**src/common/mdct_consts.vh**
```
`ifndef MDCT_CONSTS_VH
`define MDCT_CONSTS_VH
// ----------------------------------------
// register byte offsets
// ----------------------------------------
`define OFS_MODE      12'h000
`define OFS_CTRL      12'h004
`define OFS_COUNT     12'h008
`define OFS_IRQ_FLAG  12'h00C
`define OFS_IRQ_MASK  12'h010
`define OFS_CLK_GATE  12'h014
`define OFS_IO_CTRL   12'h018
// ----------------------------------------
// field positions
// ----------------------------------------
`define SRC_HI        6
`define SRC_LO        4
`define MODE_HI       2
`define MODE_LO       0
`define EDGE_POL_BIT  3
`define START_BIT     0
`define STATUS_BIT    1
`define STOP_BIT      2
`define UNDF_BIT      5
`define EDGE_FLAG_BIT 4
`define IRQ_BIT       6
`define GATE_BIT      0
`define OUT_EN_BIT    2
`define INIT_LVL_BIT  0
// ----------------------------------------
// codes
// ----------------------------------------
`define SRC_FCLK      3'b000
`define SRC_DIV8      3'b001
`define SRC_DIV2      3'b011
`define SRC_LOW       3'b100
`define SRC_EVENT     3'b101
`define SRC_SUB       3'b110
`define MODE_TIMER    3'b000
`define MODE_PULSE    3'b001
`define MODE_EVENT    3'b010
`define MODE_WIDTH    3'b011
`define MODE_PERIOD   3'b100
// ----------------------------------------
// reset values
// ----------------------------------------
`define RST_MODE      8'h00
`define RST_COUNT     16'hFFFF
`define RST_MASK      8'hFF
`define DIV8_LAST     3'd7
`endif

```
**src/hdl/multimode_down_counter_timer.v**
```verilog
// Notes on behaviour
// - mode bits 6:4 select count source
// - mode bits 2:0 select operating mode
// - underflow period is reload plus one counts
// - pulse mode decrements one per source tick
// - count at zero gives underflow and request
// - underflow toggles output pin, and io pin in pulse mode
// - output enable clear silences output pin only
// - output enable is io control bit 2
// - request flag is flag register bit 6
// - mask bit 6, one blocks servicing
// - start bit 0 starts and stops counting
// - clock gate zero holds reset, blocks writes except to flag, mask and gate
//
// Implementation choices: the address map and the APB slave port.
`timescale 1ns/100ps
`default_nettype none
`include "mdct_consts.vh"
module multimode_down_counter_timer #(
	parameter CNT_W = 16
) (
	input  wire        clk_sys,
	input  wire        sys_rst,
	input  wire        psel,
	input  wire        penable,
	input  wire        pwrite,
	input  wire [11:0] paddr,
	input  wire [31:0] pwdata,
	output wire        pready,
	output wire        pslverr,
	output reg  [31:0] prdata,
	input  wire        low_speed_clock,
	input  wire        sub_clock,
	input  wire        event_link_input,
	input  wire        irq_accept,
	input  wire        timer_io_pin_in,
	output reg         timer_io_pin_out,
	output wire        timer_io_pin_oe,
	output wire        timer_output_pin,
	output wire        timer_output_pin_oe,
	output wire        underflow_interrupt,
	output wire        irq
);
// ----------------------------------------
// synchronisers for pin and foreign clocks
// ----------------------------------------
localparam SYNC_LOW   = 0;
localparam SYNC_SUB   = 1;
localparam SYNC_EVENT = 2;
localparam SYNC_PIN   = 3;
reg  [3:0] sync1_q;
reg  [3:0] sync2_q;
reg  [3:0] prev_q;
always @(posedge clk_sys) begin
	if (sys_rst) begin
		sync1_q <= 4'h0;
		sync2_q <= 4'h0;
		prev_q  <= 4'h0;
	end else begin
		sync1_q <= {timer_io_pin_in, event_link_input, sub_clock, low_speed_clock};
		sync2_q <= sync1_q;
		prev_q  <= sync2_q;
	end
end
wire [3:0] rise = sync2_q & ~prev_q;
wire [3:0] fall = ~sync2_q & prev_q;
// ----------------------------------------
// registers
// ----------------------------------------
reg  [7:0]       mode_q;
reg              start_q;
reg              stop_req_q;
reg  [CNT_W-1:0] reload_q;
reg  [CNT_W-1:0] count_q;
reg              irq_flag_q;
reg              irq_mask_q;
reg              gate_q;
reg              out_en_q;
reg              init_lvl_q;
reg              undf_q;
reg              edgef_q;
reg  [2:0]       div_q;
reg              out_lvl_q;
wire wr = psel & penable & pwrite;
wire blk_rst = sys_rst | ~gate_q;
wire [2:0] src  = mode_q[`SRC_HI:`SRC_LO];
wire [2:0] mode = mode_q[`MODE_HI:`MODE_LO];
assign pready  = 1'b1;
assign pslverr = 1'b0;
// ----------------------------------------
// register write strobes
// ----------------------------------------
function reg_hit;
	input [11:0] a;
	input [11:0] o;
	begin
		reg_hit = (a == o);
	end
endfunction
wire wr_mode  = wr & reg_hit(paddr, `OFS_MODE);
wire wr_ctrl  = wr & reg_hit(paddr, `OFS_CTRL);
wire wr_count = wr & reg_hit(paddr, `OFS_COUNT);
wire wr_flag  = wr & reg_hit(paddr, `OFS_IRQ_FLAG);
wire wr_mask  = wr & reg_hit(paddr, `OFS_IRQ_MASK);
wire wr_gate  = wr & reg_hit(paddr, `OFS_CLK_GATE);
wire wr_io    = wr & reg_hit(paddr, `OFS_IO_CTRL);
// ----------------------------------------
// count source selection
// ----------------------------------------
function tick_sel;
	input [2:0] s;
	input [2:0] d;
	input [3:0] r;
	begin
		case (s)
			`SRC_FCLK:  tick_sel = 1'b1;
			`SRC_DIV8:  tick_sel = (d == `DIV8_LAST);
			`SRC_DIV2:  tick_sel = d[0];
			`SRC_LOW:   tick_sel = r[0];
			`SRC_EVENT: tick_sel = r[2];
			`SRC_SUB:   tick_sel = r[1];
			default:    tick_sel = 1'b0;
		endcase
	end
endfunction
function edge_sel;
	input pol;
	input r;
	input f;
	begin
		edge_sel = pol ? f : r;
	end
endfunction
wire src_tick = tick_sel(src, div_q, rise);
wire pin_edge = edge_sel(mode_q[`EDGE_POL_BIT], rise[SYNC_PIN], fall[SYNC_PIN]);
wire pin_lvl  = mode_q[`EDGE_POL_BIT] ? ~sync2_q[SYNC_PIN] : sync2_q[SYNC_PIN];
reg  tick;
reg  measure;
always @* begin
	tick    = 1'b0;
	measure = 1'b0;
	case (mode)
		`MODE_TIMER:  tick = src_tick;
		`MODE_PULSE:  tick = src_tick;
		`MODE_EVENT:  tick = pin_edge;
		`MODE_WIDTH: begin
			tick    = src_tick & pin_lvl;
			measure = 1'b1;
		end
		`MODE_PERIOD: begin
			tick    = src_tick;
			measure = 1'b1;
		end
		default:      tick = 1'b0;
	endcase
end
wire running = start_q & ~stop_req_q;
wire counting = running & tick;
wire underflow = counting & (count_q == {CNT_W{1'b0}});
wire width_end = edge_sel(mode_q[`EDGE_POL_BIT], fall[SYNC_PIN], rise[SYNC_PIN]);
wire meas_end = running & measure & ((mode == `MODE_WIDTH) ? width_end : pin_edge);
wire irq_event = underflow | meas_end;
assign underflow_interrupt = irq_event;
assign irq = irq_flag_q & ~irq_mask_q;
// ----------------------------------------
// count source divider
// ----------------------------------------
always @(posedge clk_sys) begin
	if (blk_rst)
		div_q <= 3'd0;
	else
		div_q <= div_q + 3'd1;
end
// ----------------------------------------
// configuration registers
// ----------------------------------------
always @(posedge clk_sys) begin
	if (blk_rst) begin
		mode_q     <= `RST_MODE;
		out_en_q   <= 1'b0;
		init_lvl_q <= 1'b0;
	end else begin
		if (wr_mode)
			mode_q <= {1'b0, pwdata[6:0]};
		if (wr_io) begin
			out_en_q   <= pwdata[`OUT_EN_BIT];
			init_lvl_q <= pwdata[`INIT_LVL_BIT];
		end
	end
end
// ----------------------------------------
// start, stop and counter
// ----------------------------------------
always @(posedge clk_sys) begin
	if (blk_rst) begin
		start_q    <= 1'b0;
		stop_req_q <= 1'b0;
		reload_q   <= `RST_COUNT;
		count_q    <= `RST_COUNT;
	end else begin
		stop_req_q <= 1'b0;
		if (underflow)
			count_q <= reload_q;
		else if (meas_end)
			count_q <= reload_q;
		else if (counting)
			count_q <= count_q - {{(CNT_W-1){1'b0}}, 1'b1};
		if (wr_ctrl) begin
			start_q    <= pwdata[`START_BIT] & ~pwdata[`STOP_BIT];
			stop_req_q <= pwdata[`STOP_BIT];
		end
		if (wr_count) begin
			reload_q <= pwdata[CNT_W-1:0];
			count_q  <= pwdata[CNT_W-1:0];
		end
	end
end
// ----------------------------------------
// status flags and output level
// ----------------------------------------
always @(posedge clk_sys) begin
	if (blk_rst) begin
		undf_q    <= 1'b0;
		edgef_q   <= 1'b0;
		out_lvl_q <= 1'b1;
	end else begin
		if (underflow)
			undf_q <= 1'b1;
		else if (wr_ctrl && !pwdata[`UNDF_BIT])
			undf_q <= 1'b0;
		if (running & pin_edge)
			edgef_q <= 1'b1;
		else if (wr_ctrl && !pwdata[`EDGE_FLAG_BIT])
			edgef_q <= 1'b0;
		if (underflow)
			out_lvl_q <= ~out_lvl_q;
		else if (wr_ctrl && pwdata[`START_BIT] && !start_q)
			out_lvl_q <= ~init_lvl_q;
	end
end
// ----------------------------------------
// interrupt flag, mask and clock gate
// ----------------------------------------
always @(posedge clk_sys) begin
	if (sys_rst)
		irq_flag_q <= 1'b0;
	else if (irq_event)
		irq_flag_q <= 1'b1;
	else if (irq_accept || (wr_flag && !pwdata[`IRQ_BIT]))
		irq_flag_q <= 1'b0;
	else if (wr_flag)
		irq_flag_q <= 1'b1;
end
always @(posedge clk_sys) begin
	if (sys_rst)
		irq_mask_q <= 1'b1;
	else if (wr_mask)
		irq_mask_q <= pwdata[`IRQ_BIT];
end
always @(posedge clk_sys) begin
	if (sys_rst)
		gate_q <= 1'b0;
	else if (wr_gate)
		gate_q <= pwdata[`GATE_BIT];
end
// ----------------------------------------
// pins
// ----------------------------------------
wire pulse_mode = (mode == `MODE_PULSE);
always @(posedge clk_sys) begin
	if (blk_rst)
		timer_io_pin_out <= 1'b0;
	else
		timer_io_pin_out <= out_lvl_q;
end
assign timer_io_pin_oe     = pulse_mode & ~blk_rst;
assign timer_output_pin    = timer_io_pin_out & out_en_q;
assign timer_output_pin_oe = out_en_q;
// ----------------------------------------
// read data
// ----------------------------------------
reg  [31:0] prdata_d;
always @* begin
	case (paddr)
		`OFS_MODE:     prdata_d = {{24{1'b0}}, mode_q};
		`OFS_CTRL:     prdata_d = {{26{1'b0}}, undf_q, edgef_q, 2'b00, running, start_q};
		`OFS_COUNT:    prdata_d = {{(32-CNT_W){1'b0}}, count_q};
		`OFS_IRQ_FLAG: prdata_d = {{25{1'b0}}, irq_flag_q, 6'h00};
		`OFS_IRQ_MASK: prdata_d = {{25{1'b0}}, irq_mask_q, 6'h00};
		`OFS_CLK_GATE: prdata_d = {{31{1'b0}}, gate_q};
		`OFS_IO_CTRL:  prdata_d = {{29{1'b0}}, out_en_q, 1'b0, init_lvl_q};
		default:       prdata_d = 32'h0000_0000;
	endcase
end
always @(posedge clk_sys) begin
	if (sys_rst)
		prdata <= 32'h0000_0000;
	else if (psel && !penable && !pwrite)
		prdata <= prdata_d;
end
endmodule
`default_nettype wire

```
**config.mk**
```make
export PLATFORM = sky130hd
export DESIGN_NAME = multimode_down_counter_timer
export DESIGN_NICKNAME = d
export VERILOG_FILES = /design/src/hdl/multimode_down_counter_timer.v
export VERILOG_INCLUDE_DIRS = /design/src /design/src/common
export SDC_FILE = /design/constraint.sdc
export NUM_CORES = 1
export LEC_CHECK = 0
export BUFFER_PORTS_ARGS = -buffer_cell sky130_fd_sc_hd__buf_4
export CAP_MARGIN = 40
export CELL_PAD_IN_SITES_DETAIL_PLACEMENT = 1
export CELL_PAD_IN_SITES_GLOBAL_PLACEMENT = 1
export CORE_MARGIN = 2
export CORE_UTILIZATION = 39
export CTS_CLUSTER_DIAMETER = 120
export CTS_CLUSTER_SIZE = 40
export DETAILED_ROUTE_END_ITERATION = 10
export GPL_ROUTABILITY_DRIVEN = 0
export MAX_ROUTING_LAYER = met4
export PLACE_DENSITY_LB_ADDON = 0.1
export SLEW_MARGIN = 20
export SYNTH_ARGS = -nofsm -noshare
export SYNTH_HDL_FRONTEND = slang
export SYNTH_SLANG_ARGS = --single-unit
```
**constraint.sdc**
```tcl
create_clock -name clk_sys -period 2.5 [get_ports clk_sys]
set_input_delay 0.5 -clock clk_sys [delete_from_list [all_inputs] [get_ports clk_sys]]
set_output_delay 0.5 -clock clk_sys [all_outputs]
set_load 0.01 [all_outputs]
```
* Word level (Yosys, flattened, before mapping)
Cells that the tools add are included.
Word-level totals: flip-flop bits (word level) 97, bits of input ports 54, logic and storage cells 119, output and inout port bits 40
Cells by class: $add $sub $neg 2, equal/unequal tests 16, muxes and demuxes 21, reduce and logical (&&, ||, !) cells 26, bitwise logic cells 35
Operator list (count):
- 16-bit one-hot mux with 7 select lines | 1
- 16-bit 2-to-1 mux | 4
- 12-bit by 5-bit == test with 1-bit output (second input constant) | 3
- 12-bit by 4-bit == test with 1-bit output (second input constant) | 2
- 1-bit bitwise AND | 20
- 16-bit zero test | 1
- 16-bit by 1-bit subtractor with 16-bit output (second input constant) | 1
- 3-bit == test (second input constant) | 5
- 1-bit 2-to-1 mux | 14
- 12-bit by 3-bit == test with 1-bit output (second input constant) | 1
- 12-bit zero test | 1
- 3-bit by 2-bit == test with 1-bit output (second input constant) | 3
- 1-bit NOT | 9
- 4-bit bitwise AND | 2
- 4-bit NOT | 2
- 1-bit logical AND | 7
- 3-bit by 1-bit == test with 1-bit output (second input constant) | 2
- 1-bit zero test | 6
- 3-bit zero test | 2
- 1-bit one-hot mux with 6 select lines | 1
- 2-bit nonzero test | 3
- 4-bit nonzero test | 1
- 2-bit OR reduction | 2
- 3-bit by 1-bit adder with 3-bit output (second input constant) | 1
- 5 further kinds | 6

* Longest topological paths before layout
depth after elaboration 10, gate-level depth with buffers 10

* Worst setup path after synthesis
OpenSTA, ideal clock, no wires.
path kind reg-to-output, start point register count_q[0], end point output port underflow_interrupt, required time 2.000 ns, path buffers 0, cell stages (with the launch flop) 8, data arrival time 1.797 ns, path slack 0.203 ns, cells stage by stage dfxtp_1 -> inv_1 -> ha_1 -> nor3b_1 -> nand2_1 -> nor3_2 -> a31oi_2 -> clkinv_1
On the way: cells in the longest elaborated chain, start to end 3
Ends and longest elaborated chain:
- start: declaration | line multimode_down_counter_timer.v:74 | reg [CNT_W-1:0] count_q;
- start signal: assignment | line multimode_down_counter_timer.v:199 | count_q <= `RST_COUNT;
- start signal: assignment | line multimode_down_counter_timer.v:203 | count_q <= reload_q;
- start signal: assignment | line multimode_down_counter_timer.v:205 | count_q <= reload_q;
- 16-bit zero test | line multimode_down_counter_timer.v:159 | wire underflow = counting & (count_q == {CNT_W{1'b0}});
- 1-bit bitwise AND | line multimode_down_counter_timer.v:159
- 1-bit OR | line multimode_down_counter_timer.v:162 | wire irq_event = underflow | meas_end;
- end: declaration | line multimode_down_counter_timer.v:41 | output wire underflow_interrupt,
Every way passes these cells.

* Final worst setup path
start point register div_q[1], end point output port underflow_interrupt
On the way: cells in the longest elaborated chain, start to end 7
Ends and longest elaborated chain:
- start: declaration | line multimode_down_counter_timer.v:82 | reg [2:0] div_q;
- start signal: assignment | line multimode_down_counter_timer.v:172 | div_q <= div_q + 3'd1;
- 3-bit == test (no line) *
- 1-bit one-hot mux with 6 select lines * | line multimode_down_counter_timer.v:115 | case (s)
- 1-bit bitwise AND | line multimode_down_counter_timer.v:147 | tick = src_tick & pin_lvl;
- 1-bit one-hot mux with 3 select lines * | line multimode_down_counter_timer.v:142 | case (mode)
- 1-bit bitwise AND * | line multimode_down_counter_timer.v:158 | wire counting = running & tick;
- 1-bit bitwise AND * | line multimode_down_counter_timer.v:159
- 1-bit OR * | line multimode_down_counter_timer.v:162
Mark *: on every way between the ends. The rest lies on a longest branch, timed or not.

==> qor.yml <==
synthesis:
  synth_ff_type: "dfxtp_1"
  yosys_warnings: 0
  synth-edff-count: 0
  synth_commonest_cells: "dfxtp_1, nand2_1, a21oi_1, nor2_1, nand3_1"
  synth_most_common_cell: "dfxtp_1"
  synth-seq-area-share_pct: 39.1
  synth_top_area_share_pct: 39.1
  synth_area_sq_um: 4150
  synth_top_area_cell: "dfxtp_1"
  avgSynthCellArea_sq_um: 8.00
  ys_top_cells_by_area: "dfxtp_1, a21oi_1, nand2_1"
  synthArstFlopShare_pct: 0
  yosysUniqueCellTypes: 62
  synth_cells: 519
  synth-seq-cells: 81
worst_setup_path:
  slowest_stage: "dfxtp_2"
  r2r_setup_slack_ns: 0.15
  reg2regPathDepth: 7
  timing.rr.end: "count_q[5]"
  r2r-start: "mode_q[3]"
  path_delay_family: "simple AND/OR/NAND/NOR gates"
  startpoint_type: "flop"
  path_buf_inv: 2
  crit_start: "div_q[1]"
  crit_required_ns: 2.00
  crit_chain: "ha_4 -> ha_4 -> nor2b_2 -> o2111ai_2 -> or2_4 -> a31oi_4 -> clkinv_2 -> buf_6"
  crit_fanout: 2
  timing.critical_path.mode_cell: "ha_4"
  cpPeakStageDelay_ns: 0.34
  worst_setup_path_end_kind: "primary output"
  cp_data_arrival_time_ns: 2.01
  crit_type: "flop to primary output"
clock_tree:
  clock-sinks: 81
  cts_inserted_buffers: 9
  htree_levels: 3
  clk_latency_ns: 0.37
  cts_tree: "built"
  clk_path_buf_depth: 2
  cts_hold_buf: 0
  ctsRootBufferMaster: "clkbuf_8"
  clkTransAtPathRegs_ns: 0.09
die:
  die_area_sq_um: 11500
  die_x_microns: 107
  dieHeight_microns: 107
  io_pins: 94
  initial_utilization_pct: 40.2
  core_area_sq_um: 10300
  fp-row-count: 37
layout:
  final_core_util_pct: 50.6
  layout.nets: 671
  final_area_sq_um: 5230
  area_growth_pct: 25.9
  drive_above_1_share_pct: 25.0
  layout.cells.non_filler: 755
  fillers: 1292
  diodes: 0
power:
  p_total_mw: 2.34
  leakagePower_nw: 1.97
  ir_drop_mv: 0.282
  power_density_nw_per_um2: 447
routing:
  wl_per_cell_microns: 18.0
  avgViaCountPerCell: 5.53
  drt_iter0_markers: 159
  ant_nets: 0
  totalWireLength_microns: 13600
  vias: 4173
  post-route-drc-count: 0
  drtPass1Iterations: 5
global_routing:
  grt_first_pass_wirelength_microns: 21800
  first_global_vias: 4099
  grt_max_degree: 30
  antenna_found_initial: 0
  gr-total-overflow: 0
  grt.total_usage_pct: 25.1
sta:
  holdWs_ns: 0.324
  skew_ns: 0.00844
  tns_ns: -0.00838
  tightest_slew_ns: 0.731
  period_needed_ns: 2.51
  fmax_ghz: 0.399
  timing.final.crit_share_pct: 100
  relSlewSlack_pct: 51.2
  slew_viol_final: 0
  finalSetupViolCount: 1
  rsz0062_at_grt: "true"
  fin_ws_ns: -0.00838
  finalHoldViolCount: 0
status:
  violations: "negative setup slack"
  status: "complete, but fails checks"
placement:
  port-buffer-count: 59
  place_inst: 736
  dp_worst_setup_slack_ns: -0.149
  hpwlAfterDp_microns: 10200
  placed_cell_area_sq_um: 4950
hold_path:
  holdPathStages: 3
  min_from: "pwdata[11]"
  hold_end: "reload_q[11]"
  hold_path.class: "primary input to flop"
job:
  cap_violations: 0
-- timing repair --
| item | 4_1_cts | 5_1_grt |
|---|---|---|
| setup endpoints to repair | 1 | 7 |
| pin swaps | 6 | 1 |
| gates resized for setup | 12 | 6 |
| setup buffers | 3 | 0 |
-- cell families after synthesis --
kind of cell,count (synthesis),share of synthesized area (%)
and+or+nand+nor,236,29.4
xor gates and xnor gates,8,1.69
muxes,12,3.01
AOI/OAI and AO/OA,129,19.6
buffers and inverters,48,6.21
other,2,0.181
adders and majority gates,3,0.904
DFF,81,39.1
-- worst min-delay path, cell delays in order --
cell	delay [ns]
buf_4	0.08
nand2_1	0.04
nand2_1	0.04
-- final cells by class --
class                           count  area (sq um)  area share, %
Multi-Input combinational cell    406          2390           45.8
Sequential cell                    81          1630           31.2
Timing Repair Buffer              110           830           15.9
Tap cell                          136           170           3.25
Clock buffer                       12           155           2.97
Clock inverter                      4          26.3          0.503
Inverter                            6          23.8          0.455
-- metal layers --
layer	part of all wire, %	track usage [%]	up-vias
met5	0	-	-
met4	3.0	11.5	0
met3	4.4	3.04	26
met2	49	41.9	111
met1	43	30.4	2023
li1	-	-	2013
-- flip-flops by register name, summed over array words and instances (netlist names), 3 cells and up --
signal / cells
sync1_q: 4
prdata: 16
sync2_q: 4
prev_q: 4
mode_q: 7
count_q: 16
reload_q: 16
div_q: 3
-- report_power, final --
| part | switching [mW] | leakage (nW) | internal (mW) |
|---|---|---|---|
| combinational | 0.0653 | 1.22 | 0.0546 |
| clock | 0.503 | 0.0928 | 0.416 |
| sequential | 0.00278 | 0.658 | 1.30 |
| total | 0.571 | 1.97 | 1.77 |
-- cell usage in the layout, fill, tap and decap left out, types with 5 or more instances in the layout --
master,instances
or3_1,12
and2_1,6
nor4_1,7
nor2_1,41
mux2i_1,8
buf_4,109
nor2b_1,20
nand2b_1,8
o211ai_1,7
conb_1,18
a22oi_1,7
nand3_1,30
a21oi_1,57
dfxtp_1,77
nor3_1,13
inv_1,5
clkbuf_8,11
nand2_1,66
o21ai_0,27
-- worst max-delay path by stage --
stage	depth (start not counted)	slack [ns]	to
2_1_floorplan	7	0.20	underflow_interrupt
3_3_place_gp	10	-0.04	count_q[14]
3_5_place_dp	10	-0.15	count_q[14]
4_1_cts	8	-0.07	underflow_interrupt
5_1_grt	6	-0.11	underflow_interrupt
6_report	8	-0.008	underflow_interrupt
No activity file was read; power rests on OpenSTA's default activity.
